`src/rtl/fvbp_pkg.sv`:
```
// Purpose: Shared constants for the flyback valley, burst and protection core
// Assumes: 25 MHz core clock
// Notes: Analog levels are comparator thresholds outside; kept here as reference
package fvbp_pkg;
  localparam int unsigned CLK_HZ = 25_000_000;
  localparam int unsigned CLK_NS = 1_000_000_000 / CLK_HZ;
  localparam int unsigned CNT_W = 20;
  // Times in their own unit, cycle counts derived
  localparam int unsigned LEB_NS = 160;
  localparam int unsigned LEB_CYC = (LEB_NS + CLK_NS - 1) / CLK_NS;
  localparam int unsigned HARD_WIN_NS = 150;
  localparam int unsigned HARD_WIN_CYC = HARD_WIN_NS / CLK_NS;
  localparam int unsigned OFF_MAX_US = 47;
  localparam int unsigned OFF_MAX_CYC = OFF_MAX_US * 1000 / CLK_NS;
  localparam int unsigned SUPPLY_BLANK_US = 1;
  localparam int unsigned SUPPLY_BLANK_CYC = (SUPPLY_BLANK_US * 1000 + CLK_NS - 1) / CLK_NS;
  localparam int unsigned OTP_BLANK_US = 18;
  localparam int unsigned OTP_BLANK_CYC = (OTP_BLANK_US * 1000 + CLK_NS - 1) / CLK_NS;
  localparam int unsigned LSOV_BLANK_US = 20;
  localparam int unsigned LSOV_BLANK_CYC = (LSOV_BLANK_US * 1000 + CLK_NS - 1) / CLK_NS;
  localparam int unsigned OVP_BLANK_US = 100;
  localparam int unsigned OVP_BLANK_CYC = (OVP_BLANK_US * 1000 + CLK_NS - 1) / CLK_NS;
  localparam int unsigned NOSYNC_MS = 10;
  localparam logic [CNT_W-1:0] NOSYNC_CYC_DEF = CNT_W'(NOSYNC_MS * 1_000_000 / CLK_NS);
  localparam int unsigned WAKE_DEF_HZ = 200;
  localparam logic [CNT_W-1:0] WAKE_CYC_DEF = CNT_W'(CLK_HZ / WAKE_DEF_HZ);
  localparam int unsigned RESTART_MS = 20;
  localparam logic [CNT_W-1:0] RESTART_CYC_DEF = CNT_W'(RESTART_MS * 1_000_000 / CLK_NS);
  // Load current and valley mapping
  localparam logic [9:0] BURST_ENTRY_UA = 10'd560;
  localparam logic [9:0] MIN_CONV_UA = 10'd610;
  localparam logic [5:0] VALLEY_MIN = 6'd1;
  localparam logic [5:0] VALLEY_MAX = 6'd32;
  localparam logic [6:0] VALLEY_JUMP = 7'd10;
  localparam logic [7:0] PLIM_PCT = 8'd85;
  localparam logic [7:0] PCT_FULL = 8'd100;
  // Comparator reference levels, millivolts; over-temperature in degrees C
  localparam int unsigned BROWN_IN_MV = 647;
  localparam int unsigned CURRENT_LIMIT_MV = 610;
  localparam int unsigned HARD_CURRENT_MV = 1210;
  localparam int unsigned SUPPLY_WAKE_MV = 7600;
  localparam int unsigned SUPPLY_BURST_STOP_MV = 8100;
  localparam int unsigned SUPPLY_ACTIVATE_MV = 12500;
  localparam int unsigned SUPPLY_DEACTIVATE_MV = 6600;
  localparam int unsigned SUPPLY_OV_MV = 25000;
  localparam int unsigned LOAD_SENSE_OV_MV = 2700;
  localparam int unsigned OVER_TEMP_C = 130;
  // Register map, byte offsets
  localparam logic [11:0] REG_CTRL = 12'h000;
  localparam logic [11:0] REG_ONTIME = 12'h004;
  localparam logic [11:0] REG_REFPULSE = 12'h008;
  localparam logic [11:0] REG_STATUS = 12'h00c;
  localparam logic [11:0] REG_EVENTS = 12'h010;
  localparam int unsigned CTRL_EN_BIT = 0;
  localparam int unsigned STS_VALLEY_LSB = 8;
  localparam int unsigned EVT_W = 7;
  localparam logic CTRL_EN_RST = 1'b0;
  localparam logic [15:0] ONTIME_RST = 16'h0100;
  localparam logic [15:0] REFPULSE_RST = 16'h01f4;
  typedef enum logic [1:0] {GS_IDLE, GS_ON, GS_OFF} fvbp_gate_st_t;
endpackage

```
`src/rtl/fvbp_persist.sv`:
```
// Purpose: Persistence filter, flags a level held for COUNT cycles
// Assumes: Level is already synchronous to clk
// Notes: Hold freezes the count; a low level clears it only while hold is low
`timescale 1ns/100ps
module fvbp_persist #(
  parameter int unsigned COUNT = 4
) (
  // Clock and reset
  input wire logic clk,
  input wire logic sys_rst,
  // Filter
  input wire logic level,
  input wire logic hold,
  output logic hit
);
  localparam int unsigned W = $clog2(COUNT + 1);
  localparam logic [W-1:0] TOP = W'(COUNT);
  logic [W-1:0] cnt_q;

  always_ff @(posedge clk) begin
    if (sys_rst) begin
      cnt_q <= '0;
    end else if (!hold) begin
      if (!level) begin
        cnt_q <= '0;
      end else if (cnt_q != TOP) begin
        cnt_q <= cnt_q + 1'b1;
      end
    end
  end

  assign hit = (cnt_q == TOP);
endmodule // fvbp_persist

```
`src/rtl/fvbp_core.sv`:
```
// Purpose: Valley selection, burst control and protection sequencing
// Assumes: Comparator pins asynchronous; load sample port on clk
// Notes: APB slave, two-cycle access phase
// Contract
// - At brown-in, cap on-time to 85 percent
// - 560 uA separates valley and burst operation
// - Per half cycle apply previous lowest valley
// - Hold valley in half cycle, vary on-time
// - Valley decrease applies immediately
// - Increase of ten applies now, else later
// - Off-time reaching 47 us starts pulse
// - Unsynced: 10 ms or last period
// - Burst wake samples, applies valley at once
// - Burst duty sets pulsing length at once
// - Sample at or above 610 skips burst
// - Supply wake starts burst until stop level
// - Supply wake drops turn-on-delay pull-up
// - Current limit past blanking ends cycle
// - Hard current within window raises fault
// - Lockout hysteresis 12.5 V on, 6.6 V off
// - Supply above 25 V raises fault
// - Demag sense above limit raises overvoltage
// - Junction at 130 C raises fault
// - Load-sense overvoltage blocks all switching
// - Output overvoltage enters auto-restart
// - Load-sense block after 20 us, release
//
// The implementer's own choices: the address map and the APB interface to the registers.
`timescale 1ns/100ps
module fvbp_core import fvbp_pkg::*; #(
  parameter logic [CNT_W-1:0] NOSYNC_CYC = NOSYNC_CYC_DEF,
  parameter logic [CNT_W-1:0] WAKE_CYC = WAKE_CYC_DEF,
  parameter logic [CNT_W-1:0] RESTART_CYC = RESTART_CYC_DEF
) (
  // Clock and reset
  input wire logic clk,
  input wire logic sys_rst,
  // APB slave
  input wire logic psel,
  input wire logic penable,
  input wire logic pwrite,
  input wire logic [11:0] paddr,
  input wire logic [31:0] pwdata,
  output logic [31:0] prdata,
  output logic pready,
  output logic pslverr,
  // Comparator pins
  input wire logic cs_above_limit,
  input wire logic cs_above_hard,
  input wire logic supply_above_activate,
  input wire logic supply_below_deactivate,
  input wire logic supply_above_overvoltage,
  input wire logic supply_below_wake,
  input wire logic supply_above_burst_stop,
  input wire logic junction_hot,
  input wire logic load_sense_above_ov,
  input wire logic load_sense_below_release,
  input wire logic winding_sense_pin,
  input wire logic line_half_sync,
  input wire logic brown_in_level,
  // Load mapping, same clock
  input wire logic load_vld,
  input wire logic [9:0] load_current_ua,
  input wire logic [5:0] load_valley,
  input wire logic [7:0] load_burst_duty,
  // Power stage
  output logic gate_drive_out,
  output logic turn_on_delay_pin
);
  localparam int unsigned NPIN = 13;
  logic [NPIN-1:0] pin_s1_q, pin_s2_q;
  logic lim_s, hard_s, von_s, vmin_s, vov_s, wake_s, stop_s, hot_s;
  logic lsov_s, lsrel_s, wind_s, line_s, brown_s;
  logic wake_d_q, wind_d_q, line_d_q;

  // Pin synchronisers
  always_ff @(posedge clk) begin
    if (sys_rst) begin
      pin_s1_q <= '0;
      pin_s2_q <= '0;
    end else begin
      pin_s1_q <= {cs_above_limit, cs_above_hard, supply_above_activate,
                   supply_below_deactivate, supply_above_overvoltage, supply_below_wake,
                   supply_above_burst_stop, junction_hot, load_sense_above_ov,
                   load_sense_below_release, winding_sense_pin, line_half_sync,
                   brown_in_level};
      pin_s2_q <= pin_s1_q;
    end
  end
  assign {lim_s, hard_s, von_s, vmin_s, vov_s, wake_s, stop_s, hot_s,
          lsov_s, lsrel_s, wind_s, line_s, brown_s} = pin_s2_q;

  always_ff @(posedge clk) begin
    if (sys_rst) begin
      wake_d_q <= 1'b0;
      wind_d_q <= 1'b0;
      line_d_q <= 1'b0;
    end else begin
      wake_d_q <= wake_s;
      wind_d_q <= wind_s;
      line_d_q <= line_s;
    end
  end

  logic vcc_wake_rise, valley_edge, line_rise;
  assign vcc_wake_rise = wake_s & ~wake_d_q;
  assign valley_edge = wind_d_q & ~wind_s;
  assign line_rise = line_s & ~line_d_q;

  // Registers
  logic ctrl_en_q;
  logic [15:0] ontime_q, refpulse_q;
  logic [EVT_W-1:0] events_q, evt;
  logic apb_wr, apb_rd;
  assign apb_wr = psel & penable & pwrite & pready;
  assign apb_rd = psel & penable & ~pwrite & ~pready;

  fvbp_gate_st_t st_q;
  logic gate_q, supply_ok_q, fault_active_q, ls_block_q, burst_q, burst_on_q, burst_vcc_q;
  logic lost_q;
  logic [5:0] valley_q;

  always_ff @(posedge clk) begin
    if (sys_rst) begin
      ctrl_en_q <= CTRL_EN_RST;
      ontime_q <= ONTIME_RST;
      refpulse_q <= REFPULSE_RST;
    end else if (apb_wr) begin
      if (paddr == REG_CTRL) ctrl_en_q <= pwdata[CTRL_EN_BIT];
      if (paddr == REG_ONTIME) ontime_q <= pwdata[15:0];
      if (paddr == REG_REFPULSE) refpulse_q <= pwdata[15:0];
    end
  end

  // Event flags, write one to clear, set wins
  always_ff @(posedge clk) begin
    if (sys_rst) begin
      events_q <= '0;
    end else if (apb_wr && paddr == REG_EVENTS) begin
      events_q <= (events_q & ~pwdata[EVT_W-1:0]) | evt;
    end else begin
      events_q <= events_q | evt;
    end
  end

  logic [31:0] rd_data;
  logic rd_ok;
  always_comb begin
    rd_data = '0;
    rd_ok = 1'b1;
    unique case (paddr)
      REG_CTRL: rd_data[CTRL_EN_BIT] = ctrl_en_q;
      REG_ONTIME: rd_data[15:0] = ontime_q;
      REG_REFPULSE: rd_data[15:0] = refpulse_q;
      REG_STATUS: rd_data = {18'h0, valley_q, 2'h0, lost_q, burst_on_q, ls_block_q,
                             fault_active_q, burst_q, supply_ok_q};
      REG_EVENTS: rd_data[EVT_W-1:0] = events_q;
      default: rd_ok = 1'b0;
    endcase
  end

  always_ff @(posedge clk) begin
    if (sys_rst) begin
      pready <= 1'b0;
      pslverr <= 1'b0;
      prdata <= '0;
    end else begin
      pready <= psel & penable & ~pready;
      pslverr <= psel & penable & ~pready & ~rd_ok;
      if (apb_rd) prdata <= rd_data;
    end
  end

  // Protection filters
  logic leb_hit, vov_hit, ovp_hit, otp_hit, lsov_hit, von_hit, vmin_hit, demag;
  logic [5:0] vcnt_q;
  assign demag = (st_q == GS_OFF) && (vcnt_q == 6'd0);
  fvbp_persist #(.COUNT(LEB_CYC)) u_leb (.clk(clk), .sys_rst(sys_rst),
    .level(lim_s & (st_q == GS_ON)), .hold(1'b0), .hit(leb_hit));
  fvbp_persist #(.COUNT(OVP_BLANK_CYC)) u_ovp (.clk(clk), .sys_rst(sys_rst),
    .level(lim_s), .hold(~demag), .hit(ovp_hit));
  fvbp_persist #(.COUNT(SUPPLY_BLANK_CYC)) u_vov (.clk(clk), .sys_rst(sys_rst),
    .level(vov_s), .hold(1'b0), .hit(vov_hit));
  fvbp_persist #(.COUNT(SUPPLY_BLANK_CYC)) u_von (.clk(clk), .sys_rst(sys_rst),
    .level(von_s), .hold(1'b0), .hit(von_hit));
  fvbp_persist #(.COUNT(SUPPLY_BLANK_CYC)) u_vmin (.clk(clk), .sys_rst(sys_rst),
    .level(vmin_s), .hold(1'b0), .hit(vmin_hit));
  fvbp_persist #(.COUNT(OTP_BLANK_CYC)) u_otp (.clk(clk), .sys_rst(sys_rst),
    .level(hot_s), .hold(1'b0), .hit(otp_hit));
  fvbp_persist #(.COUNT(LSOV_BLANK_CYC)) u_lsov (.clk(clk), .sys_rst(sys_rst),
    .level(lsov_s), .hold(1'b0), .hit(lsov_hit));

  logic [2:0] lim_age_q;
  logic hard_evt;
  always_ff @(posedge clk) begin
    if (sys_rst || !lim_s) lim_age_q <= '0;
    else if (lim_age_q <= 3'(HARD_WIN_CYC)) lim_age_q <= lim_age_q + 1'b1;
  end
  assign hard_evt = (st_q == GS_ON) & lim_s & hard_s & (lim_age_q <= 3'(HARD_WIN_CYC));

  logic restart_evt, skip_evt;
  logic [CNT_W-1:0] rs_cnt_q;
  assign restart_evt = hard_evt | vov_hit | ovp_hit | otp_hit;
  assign evt = {skip_evt, leb_hit, lsov_hit, otp_hit, ovp_hit, vov_hit, hard_evt};
  always_ff @(posedge clk) begin
    if (sys_rst) begin
      fault_active_q <= 1'b0;
      rs_cnt_q <= '0;
    end else if (restart_evt) begin
      fault_active_q <= 1'b1;
      rs_cnt_q <= '0;
    end else if (fault_active_q) begin
      rs_cnt_q <= rs_cnt_q + 1'b1;
      if (rs_cnt_q == RESTART_CYC - 1'b1) fault_active_q <= 1'b0;
    end
  end

  always_ff @(posedge clk) begin
    if (sys_rst || vmin_hit) supply_ok_q <= 1'b0;
    else if (von_hit) supply_ok_q <= 1'b1;
  end

  always_ff @(posedge clk) begin
    if (sys_rst) ls_block_q <= 1'b0;
    else if (lsov_hit) ls_block_q <= 1'b1;
    else if (lsrel_s && !lsov_s) ls_block_q <= 1'b0;
  end

  logic [CNT_W-1:0] hc_cnt_q, period_q, hc_lim, wake_lim;
  logic seen_q, period_ok_q, hc_bound;
  assign hc_lim = (lost_q && period_ok_q) ? period_q : NOSYNC_CYC;
  assign hc_bound = line_rise | (hc_cnt_q == hc_lim - 1'b1);
  always_ff @(posedge clk) begin
    if (sys_rst) begin
      hc_cnt_q <= '0;
      period_q <= '0;
      seen_q <= 1'b0;
      period_ok_q <= 1'b0;
      lost_q <= 1'b0;
    end else if (line_rise) begin
      hc_cnt_q <= '0;
      seen_q <= 1'b1;
      lost_q <= 1'b0;
      if (seen_q) begin
        period_q <= hc_cnt_q;
        period_ok_q <= 1'b1;
      end
    end else if (hc_bound) begin
      hc_cnt_q <= '0;
      lost_q <= 1'b1;
    end else begin
      hc_cnt_q <= hc_cnt_q + 1'b1;
    end
  end

  logic [9:0] cur_q;
  logic [5:0] mv;
  assign mv = (load_valley < VALLEY_MIN) ? VALLEY_MIN :
              (load_valley > VALLEY_MAX) ? VALLEY_MAX : load_valley;
  always_ff @(posedge clk) begin
    if (sys_rst) begin
      cur_q <= '0;
      burst_q <= 1'b0;
    end else if (load_vld) begin
      cur_q <= load_current_ua;
      burst_q <= (load_current_ua >= BURST_ENTRY_UA);
    end
  end

  // Burst wake timing
  logic [CNT_W-1:0] wake_cnt_q, blen_q, bcnt_q;
  logic [7:0] duty_q;
  logic wake_tmr, wake_take;
  logic [CNT_W+7:0] blen_full;
  assign wake_lim = period_ok_q ? {1'b0, period_q[CNT_W-1:1]} : WAKE_CYC;
  assign wake_tmr = burst_q && (wake_cnt_q == wake_lim - 1'b1);
  assign skip_evt = wake_tmr & ~vcc_wake_rise & ~burst_vcc_q & (cur_q >= MIN_CONV_UA);
  assign wake_take = burst_q & (vcc_wake_rise | (wake_tmr & ~burst_vcc_q & ~skip_evt));
  assign blen_full = (CNT_W+8)'(wake_lim) * (CNT_W+8)'(duty_q);
  always_ff @(posedge clk) begin
    if (sys_rst || !burst_q || wake_tmr) wake_cnt_q <= '0;
    else wake_cnt_q <= wake_cnt_q + 1'b1;
  end
  always_ff @(posedge clk) begin
    if (sys_rst) duty_q <= '0;
    else if (load_vld) duty_q <= load_burst_duty;
  end

  always_ff @(posedge clk) begin
    if (sys_rst || !burst_q) begin
      burst_on_q <= 1'b0;
      burst_vcc_q <= 1'b0;
      blen_q <= '0;
      bcnt_q <= '0;
    end else if (vcc_wake_rise) begin
      burst_on_q <= 1'b1;
      burst_vcc_q <= 1'b1;
    end else if (burst_vcc_q) begin
      if (stop_s) begin
        burst_on_q <= 1'b0;
        burst_vcc_q <= 1'b0;
      end
    end else if (wake_tmr) begin
      burst_on_q <= ~skip_evt & (duty_q != 8'h00);
      blen_q <= blen_full[CNT_W+7:8];
      bcnt_q <= '0;
    end else if (burst_on_q) begin
      bcnt_q <= bcnt_q + 1'b1;
      if (bcnt_q + 1'b1 >= blen_q) burst_on_q <= 1'b0;
    end
  end

  // pull-up off from wake to stop level
  always_ff @(posedge clk) begin
    if (sys_rst) turn_on_delay_pin <= 1'b1;
    else if (vcc_wake_rise) turn_on_delay_pin <= 1'b0;
    else if (stop_s) turn_on_delay_pin <= 1'b1;
  end

  // Valley hysteresis
  logic [5:0] min_q;
  logic min_seen_q;
  always_ff @(posedge clk) begin
    if (sys_rst) begin
      valley_q <= VALLEY_MIN;
      min_q <= VALLEY_MAX;
      min_seen_q <= 1'b0;
    end else if (wake_take) begin
      valley_q <= mv;
    end else if (!burst_q) begin
      if (hc_bound) begin
        if (load_vld && (!min_seen_q || mv < min_q)) valley_q <= mv;
        else if (min_seen_q) valley_q <= min_q;
        min_q <= load_vld ? mv : VALLEY_MAX;
        min_seen_q <= load_vld;
      end else if (load_vld) begin
        if (mv < valley_q || {1'b0, mv} >= {1'b0, valley_q} + VALLEY_JUMP)
          valley_q <= mv;
        if (!min_seen_q || mv < min_q) min_q <= mv;
        min_seen_q <= 1'b1;
      end
    end
  end

  logic [23:0] plim_prod;
  logic [15:0] ton_lim, ton_eff;
  assign plim_prod = (24'(refpulse_q) * 24'(PLIM_PCT)) / 24'(PCT_FULL);
  assign ton_lim = brown_s ? plim_prod[15:0] : refpulse_q;
  // on-time is one regulation knob, beside valley and burst duty
  assign ton_eff = (ontime_q < ton_lim) ? ontime_q : ton_lim;

  logic sw_ok;
  assign sw_ok = ctrl_en_q & supply_ok_q & ~fault_active_q & ~ls_block_q &
                 (~burst_q | burst_on_q);

  fvbp_gate_st_t st_d;
  logic [15:0] ton_cnt_q;
  logic [10:0] off_cnt_q;
  always_comb begin
    st_d = st_q;
    unique case (st_q)
      GS_IDLE: if (sw_ok) st_d = GS_ON;
      GS_ON: if (!sw_ok || leb_hit || ton_cnt_q + 1'b1 >= ton_eff) st_d = GS_OFF;
      GS_OFF: begin
        if (!sw_ok) st_d = GS_IDLE;
        else if ((valley_edge && vcnt_q + 1'b1 >= valley_q) ||
                 off_cnt_q == 11'(OFF_MAX_CYC - 1)) st_d = GS_ON;
      end
    endcase
  end

  always_ff @(posedge clk) begin
    if (sys_rst) begin
      st_q <= GS_IDLE;
      ton_cnt_q <= '0;
      off_cnt_q <= '0;
      vcnt_q <= '0;
    end else begin
      st_q <= st_d;
      ton_cnt_q <= (st_d == GS_ON && st_q == GS_ON) ? ton_cnt_q + 1'b1 : '0;
      off_cnt_q <= (st_d == GS_OFF && st_q == GS_OFF) ? off_cnt_q + 1'b1 : '0;
      if (st_d != GS_OFF) vcnt_q <= '0;
      else if (st_q == GS_OFF && valley_edge) vcnt_q <= vcnt_q + 1'b1;
    end
  end

  always_ff @(posedge clk) begin
    if (sys_rst) gate_q <= 1'b0;
    else gate_q <= (st_d == GS_ON) & sw_ok & ~restart_evt;
  end
  assign gate_drive_out = gate_q;
endmodule // fvbp_core

```
`config.mk`:
```
export PLATFORM = sky130hd
export DESIGN_NAME = fvbp_core
export DESIGN_NICKNAME = d
export VERILOG_FILES = /design/src/rtl/fvbp_pkg.sv /design/src/rtl/fvbp_persist.sv /design/src/rtl/fvbp_core.sv
export SDC_FILE = /design/constraint.sdc
export NUM_CORES = 1
export LEC_CHECK = 0
export BUFFER_PORTS_ARGS = -buffer_cell sky130_fd_sc_hd__buf_2
export CORE_MARGIN = 4
export CORE_UTILIZATION = 30
export CTS_CLUSTER_SIZE = 24
export DETAILED_ROUTE_END_ITERATION = 8
export PLACE_DENSITY = 0.53
export SETUP_SLACK_MARGIN = 0.05
export SLEW_MARGIN = 0
export SYNTH_ARGS = -nofsm -noshare
export SYNTH_HDL_FRONTEND = slang
export SYNTH_SLANG_ARGS = --single-unit
```
`constraint.sdc`:
```
create_clock -name clk -period 35.8 [get_ports clk]
set_clock_uncertainty 0.05 [all_clocks]
set_input_delay 1.79 -clock clk [delete_from_list [all_inputs] [get_ports clk]]
set_output_delay 1.79 -clock clk [all_outputs]
set_load 0.01 [all_outputs]
```
### Yosys cells after proc, flatten, opt, wreduce, memory -nomap -nowiden

Cells that the tools add are included.

| word-level totals | value |
|---|---|
| bits of input ports | 87 |
| bits in registers | 335 |

| operators by class | value |
|---|---|
| multipliers | 2 |
| div/mod/pow operators | 1 |
| equality and inequality tests | 31 |
| reduce and logical (&&, ||, !) cells | 58 |
| muxes and demuxes | 49 |
| bitwise logic cells | 58 |
| add/subtract/negate cells | 18 |
| $lt $le $gt $ge | 12 |

Operator list:

| operator | number |
|---|---|
| $add 20x1->20 const B | 4 |
| $mux 6 | 13 |
| $mux 20 | 3 |
| $eq 20x20->1 | 2 |
| $mux 16 | 2 |
| $mul 19x8->27 | 1 |
| $pmux 9 s3 | 1 |
| $and 1x1->1 | 26 |
| $div 23x7->24 const B | 1 |
| $eq 12x4->1 const B | 2 |
| $mux 12 | 2 |
| $pmux 6 s4 | 1 |
| $mul 16x7->23 const B | 1 |
| $not 1->1 | 22 |
| $reduce_or 2->1 | 11 |
| $eq 20x19->1 const B | 1 |
| $ge 10x10->1 const B | 2 |
| $ge 20x20->1 | 1 |
| $sub 19x1->20 const B | 1 |
| $sub 20x1->20 const B | 1 |
| $mux 1 | 19 |
| $mux 19 | 1 |
| $add 9x1->9 const B | 2 |
| $eq 9x9->1 const B | 2 |
| other kinds (52) | 107 |

### Depth between registers and ports, before layout

| logic depth | value |
|---|---|
| depth in word-level cells | 13 |
| depth in mapped cells | 88 |
| gate-level depth less buffers | 80 |

### Modules after synthesis

Synthesis repeated with hierarchy kept, for this count alone.

| unflattened totals | value |
|---|---|
| cells, all modules | 3553 |
| area, all modules | 28526.1 um^2 |

Modules (own cells, without submodules):

| module | area each (um^2) | seq. area each (um^2) | instances | cells each |
|---|---|---|---|---|
| fvbp_core | 25768.5 | 5705.5 | 1 | 3225 |
| fvbp_persist at u_vmin ... | 277.8 | 100.1 | 3 | 33 |
| fvbp_persist at u_ovp | 640.6 | 240.2 | 1 | 72 |
| fvbp_persist at u_lsov | 564.3 | 180.2 | 1 | 70 |
| fvbp_persist at u_otp | 555.5 | 180.2 | 1 | 66 |
| fvbp_persist at u_leb | 163.9 | 60.1 | 1 | 21 |

### Worst setup path after synthesis

OpenSTA, ideal clock, no wires.

| timing | value |
|---|---|
| kind | register to register |
| start | register refpulse_q[1] |
| end | register off_cnt_q[10] |
| setup time | 0.128 ns |
| required time | 35.622 ns |
| path buffers | 3 |
| arrival | 16.809 ns |
| cell stages (with the launch flop) | 79 |
| period minus slack after synthesis | 16.986 ns |
| path slack | 18.814 ns |
| cell sequence | dfxtp_1 -> ha_1 -> fa_1 -> ha_1 -> inv_1 -> fa_1 -> inv_1 -> ha_1 -> buf_2 -> a21oi_1 -> o21ai_1 -> o21a_1 -> or4_4 -> a32oi_2 -> nor4_1 -> o31a_1 -> nor3_1 -> a31oi_1 -> [43 not listed] -> nor2b_1 -> o21ai_0 -> nand2b_1 -> a21oi_1 -> nor2b_1 -> o21ai_0 -> nand2b_1 -> a21oi_1 -> nor2b_1 -> o2111ai_1 -> and4b_1 -> o2bb2ai_1 -> o31ai_1 -> nand2_1 -> nor2_1 -> nand3_1 -> clkbuf_1 -> nor2_1 |

| between the ends | value |
|---|---|
| cells in the longest elaborated chain, start to end | 13 |

RTL lines:

| what | RTL line | RTL |
|---|---|---|
| start: declaration | fvbp_core.sv:112 | `logic [15:0] ontime_q, refpulse_q;` |
| start signal: assignment | fvbp_core.sv:131 | `if (paddr == REG_REFPULSE) refpulse_q <= pwdata[15:0];` |
| $mul 16x7->23 | fvbp_core.sv:347 | `assign plim_prod = (24'(refpulse_q) * 24'(PLIM_PCT)) / 24'(PCT_FULL);` |
| $div 23x7->24 | fvbp_core.sv:347 |  |
| $mux 16 (*) | fvbp_core.sv:348 | `assign ton_lim = brown_s ? plim_prod[15:0] : refpulse_q;` |
| $lt 16x16->1 | fvbp_core.sv:350 | `assign ton_eff = (ontime_q < ton_lim) ? ontime_q : ton_lim;` |
| $mux 16 (*) | fvbp_core.sv:350 |  |
| $ge 16x16->1 (*) | fvbp_core.sv:363 | `GS_ON: if (!sw_ok \|\| leb_hit \|\| ton_cnt_q + 1'b1 >= ton_eff) st_d = GS_OFF;` |
| $logic_or 1x1->1 (*) | fvbp_core.sv:363 |  |
| $mux 2 (*) | fvbp_core.sv:363 |  |
| $pmux 2 s3 (*) | fvbp_core.sv:361 | `unique case (st_q)` |
| $eq 2x2->1 (*) | fvbp_core.sv:381 | `off_cnt_q <= (st_d == GS_OFF && st_q == GS_OFF) ? off_cnt_q + 1'b1 : '0;` |
| $logic_and 1x1->1 (*) | fvbp_core.sv:381 |  |
| $not 1->1 (no line) (*) | n/a |  |
| $reduce_or 2->1 (no line) (*) | n/a |  |
| end signal: assignment | fvbp_core.sv:381 |  |
| end: declaration | fvbp_core.sv:358 | `logic [10:0] off_cnt_q;` |

Every way passes the cells marked *; elsewhere a longest branch is shown, timed or not.
A chain may end at the register's enable or synchronous reset.

### Final worst setup path

| timing | value |
|---|---|
| start | register refpulse_q[3] |
| end | register gate_q, in the netlist gate_drive_out |

| between the ends | value |
|---|---|
| cells in the longest elaborated chain, start to end | 12 |

RTL lines:

| what | RTL line | RTL |
|---|---|---|
| $mul 16x7->23 | fvbp_core.sv:347 |  |
| $div 23x7->24 | fvbp_core.sv:347 |  |
| $mux 16 (*) | fvbp_core.sv:348 |  |
| $lt 16x16->1 | fvbp_core.sv:350 |  |
| $mux 16 (*) | fvbp_core.sv:350 |  |
| $ge 16x16->1 (*) | fvbp_core.sv:363 |  |
| $logic_or 1x1->1 (*) | fvbp_core.sv:363 |  |
| $mux 2 (*) | fvbp_core.sv:363 |  |
| $pmux 2 s3 (*) | fvbp_core.sv:361 |  |
| $eq 2x1->1 (*) | fvbp_core.sv:389 | `else gate_q <= (st_d == GS_ON) & sw_ok & ~restart_evt;` |
| $and 1x1->1 (*) (2 in a row) | fvbp_core.sv:389 |  |
| end signal: assignment | fvbp_core.sv:389 |  |
| end: declaration | fvbp_core.sv:119 | `logic gate_q, supply_ok_q, fault_active_q, ls_block_q, burst_q, burst_on_q, burst_vcc_q;` |

Marked as above.

==> PnR_summary.wiki <==
{| class="wikitable"
! Metric !! Value
|-
| Sum of buffers and inverters on the critical path || 2
|-
| Sequential-to-total area share from yosys stat || around a quarter
|-
| Final Non-Filler Cells || 4747
|-
| IR Drop Worst-Case VDD || 25.5 µV
|-
| Final period demand of the worst path || ~21 ns
|-
| Areal power density over the cells || 27.9 nW/µm²
|-
| Number of register bits inferred by synthesis || roughly 330
|-
| Routed length per placed instance || around 16 µm
|-
| Reg clk slew, reported paths || ~0.060 ns
|-
| Summed negative setup slack over all endpoints || 0 ns
|-
| Count of pins on the block boundary || 123
|-
| Worst Hold Margin || 0.380 ns
|-
| Crit path DAT || 21.72 ns
|-
| Area share of and/or/nand/nor cells after synthesis || 23.9%
|-
| Number of synthesized flops with an enable pin || 0
|-
| HPWL reported at the end of detailed placement || between 50000 and 60000 µm
|-
| Number of buffers added by the clock tree synthesis step || 38
|-
| Final RePlAce weighted congestion || around 0.84
|-
| Unrepaired setup endpoints after global routing || no
|-
| Synthesized instance count || 3490
|-
| Quantity of I/O buffers inserted on ports || 89
|-
| Post-CTS Repair Setup Buffers || 0
|-
| Clock latency on the worst-skew pair || 0.56 ns
|-
| Routed vias || ~24k
|-
| Sw frac || roughly a quarter
|-
| Final number of hold-violating endpoints || 0
|-
| CP max FO || 15
|-
| Sort of element at the start of the critical path || register
|-
| Fraction of registers with async set/reset || 0%
|-
| Final instance area || 30600 µm²
|-
| Final layout net count || between 3k and 4k
|-
| Max stage delay on crit path || 0.88 ns
|-
| Cell total after placement || about 4.7k
|-
| Cell area after technology mapping || between 20000 and 30000 µm²
|-
| Core region area || ~92000 µm²
|-
| Dominant combinational cell family by area after synthesis || simple AND/OR/NAND/NOR gates
|-
| Layout area overhead || 9.61%
|-
| Clock network fraction of design power || 44.8%
|-
| Element type at the critical path end || register
|-
| Slew Limit Fails || 0
|-
| Primary flip-flop cell chosen by synthesis mapping || dfxtp_1
|-
| Slew at the pin closest to its max-slew limit || around 1.1 ns
|-
| Switching power summed over all nets || approximately 220 µW
|-
| Initial Utilization || a little under a third
|-
| Global Route Usage Sum || 15.1%
|-
| Clock tree root buffer cell || clkbuf_16
|-
| Top-area cell type share of the netlist area || between 20% and 30%
|-
| PostCTS Resize Cnt || 0
|-
| Routed via count divided by cell count || 5.03
|-
| Max-slew headroom || between 20 and 25%
|-
| Number of hold-repair buffers added at the cts stage || 0
|-
| Compound-Gate Fraction of Synth Area || 17.0%
|-
| Post-synth top area cell || dfxtp_1
|-
| Status || completed
|-
| Max-cap check violation count || 0
|-
| First-pass detailed-route iteration total || 6
|-
| Clock buffer depth || 3
|-
| Placed inst area || 29400 µm²
|-
| Site Rows || approximately 110
|-
| Post-Synthesis Mean Instance Area || roughly 8.0 µm²
|-
| Number of warnings printed during yosys synthesis || 0
|-
| Share of post-route cells with drive strength above 1 || between 7 and 8%
|-
| Number of sinks driven by the clock tree || 333
|-
| Cell with the largest stage delay on the worst path || a2111oi_0
|-
| Final clock period utilization by the worst path || approximately three fifths
|-
| Deepest level of the CTS H-tree || 2
|-
| Die Ht || roughly 310 µm
|-
| Die ar. || 98000 µm²
|-
| CTS tree || yes
|-
| Number of global-route vias before repair || about 23k
|-
| Unique masters post-synth || 118
|-
| Endpoints failing setup || 0
|-
| Portion of total power attributed to combinational logic || 10.4%
|-
| CP required || between 30 and 40 ns
|-
| # DRC || 0
|-
| Dominant cell type by count on the critical path || a21oi_1
|-
| Number of antenna violations at the first check in global routing || 4
|-
| Total detailed-routing wirelength || ~75000 µm
|-
| XOR/XNOR Fraction of Synth Area || approximately 8.4%
|-
| Share of power burned in registers || between 40% and 50%
|-
| Cell family contributing the most delay on the critical path || compound AO/OA/AOI/OAI gates
|-
| Mux share of post-synthesis cell area || roughly 2.4%
|-
| Static leakage power || 12.3 nW
|-
| Global-route wire length before repair || approximately 120000 µm
|-
| Iteration-0 DRC count of the detailed router || about 1.8k
|-
| Internal cell power || 631 µW
|-
| Max Fclk || about 47 MHz
|-
| Top cells by area, synth || dfxtp_1 24%, ha_1 9.1%, fa_1 8.8%
|-
| Die span in x || 313 µm
|-
| Hold Crit Class || register to register
|-
| Path type of the worst setup path || register to register
|-
| Synth Area in Adders || a little under a fifth
|-
| Antenna viol nets, final || 0
|-
| Total gr overflow || 0
|-
| Largest net degree at the start of global routing || roughly 80
|}
[cell usage in the layout, fill, tap and decap left out, types with 54 or more instances in the layout]
master and n:
a21oi_1 205, and3_1 94, buf_2 88, dfxtp_1 332, fa_1 123, ha_1 204
inv_1 257, mux2i_1 54, nand2_1 354, nand3_1 121, nor2_1 382, nor2b_1 89
nor3_1 58, o21ai_0 108, xnor2_1 145, xor2_1 116
[cell usage after synthesis (8+ instances only)]
master     instances
clkbuf_1         142
xnor2_1          145
nand4b_1           8
a211oi_1          41
and2_1            48
and3_1            94
nor2_1           383
a21o_1            23
nand2_1          354
inv_1            257
mux2i_1           54
o21ai_0          109
a222oi_1          16
nand4_1           40
xor2_1           116
ha_1             204
a31oi_1           27
o21ai_1           19
buf_2             18
nor2b_1           89
nand2b_1          45
or2_2             15
buf_4             17
or3_1             20
dfxtp_1          333
o22ai_1            9
nand3b_1          20
o2111ai_1          8
o211ai_1          23
o31ai_1           21
nand3_1          121
fa_1             123
nor4_1            26
a21oi_1          205
a22oi_1           20
a221oi_1          14
a2111oi_0          9
o21a_1            14
nor3_1            59
[registers in the layout (all words and copies together), names as in the netlist, 9 cells and up]
register and flops:
wake_cnt_q 20, u_otp.cnt_q 9, off_cnt_q 11, ontime_q 16
cur_q 9, prdata 16, pin_s1_q 13, period_q 20
rs_cnt_q 20, refpulse_q 16, blen_q 19, pin_s2_q 13
ton_cnt_q 16, u_ovp.cnt_q 12, bcnt_q 20, hc_cnt_q 20
u_lsov.cnt_q 9
[routing by layer]
layer | up-vias | track usage [%] | wire [µm]
met4 | 0 | 3.06 | 1320
met2 | 505 | 23.7 | 32800
met3 | 79 | 1.63 | 3500
li1 | 12000 | - | -
met1 | 11300 | 22.5 | 37800
met5 | - | 0 | 0
[worst paths after layout]
kind                                            startpoint                        end  slack, ns  cells after the start
worst min register to register      pin_s1_q[9]$_SDFF_PP0_     pin_s2_q[9]$_SDFF_PP0_       0.38                      1
worst max-delay path            refpulse_q[3]$_SDFFE_PP0P_  gate_drive_out$_SDFF_PP0_      14.38                     72
worst min-delay path                pin_s1_q[9]$_SDFF_PP0_     pin_s2_q[9]$_SDFF_PP0_       0.38                      1
worst max register to register  refpulse_q[3]$_SDFFE_PP0P_  gate_drive_out$_SDFF_PP0_      14.38                     72
[area by class of cell]
type / count / area (µm²)
Antenna cell: 2 / 5.00
Clock buffer: 51 / 1070
Clock inverter: 15 / 126
Fill cell: 9835 / 61400
Inverter: 257 / 965
Multi-Input combinational cell: 2731 / 19600
Sequential cell: 333 / 6670
Tap cell: 1243 / 1560
Timing Repair Buffer: 115 / 647
[logic make-up (layout without fill, tap and decap cells)]
group / after synthesis / count (layout)
mux: 65 / 65
compound gates: 685 / 685
flops: 333 / 333
fa+ha+maj: 331 / 331
buf+inv: 441 / 438
simple gates: 1370 / 1370
xor+xnor: 264 / 264
other cells: 1 / 18
[worst register-to-register path, delay by kind of cell, from the launching register on]
family | cells | cell delay (ns)
compound gates | 40 | 12.11
simple gates | 20 | 4.47
fa+ha+maj | 7 | 2.81
xor+xnor | 1 | 0.68
mux | 2 | 0.49
flops | 1 | 0.48
buf+inv | 2 | 0.17
[through the flow]
step	setup slack (ns)	total power, mW	util [%]
finish	14.38	0.855	33.3
floorplan	18.81	0.455	-
CTS	14.42	0.871	33.3
global route	12.41	0.898	33.3
detailed placement	14.57	0.481	32.0
global placement	14.53	0.481	32.0
[power by group through the flow]
| stage | clock network [mW] | logic, mW | registers (mW) |
|---|---|---|---|
| CTS | 0.397 | 0.0904 | 0.383 |
| global route | 0.412 | 0.102 | 0.383 |
| global placement | 0 | 0.0894 | 0.391 |
| detailed placement | 0 | 0.0896 | 0.391 |
| finish | 0.383 | 0.0889 | 0.383 |
| floorplan | 0 | 0.0664 | 0.388 |
Note: power is estimated with default switching activity, not from simulation.
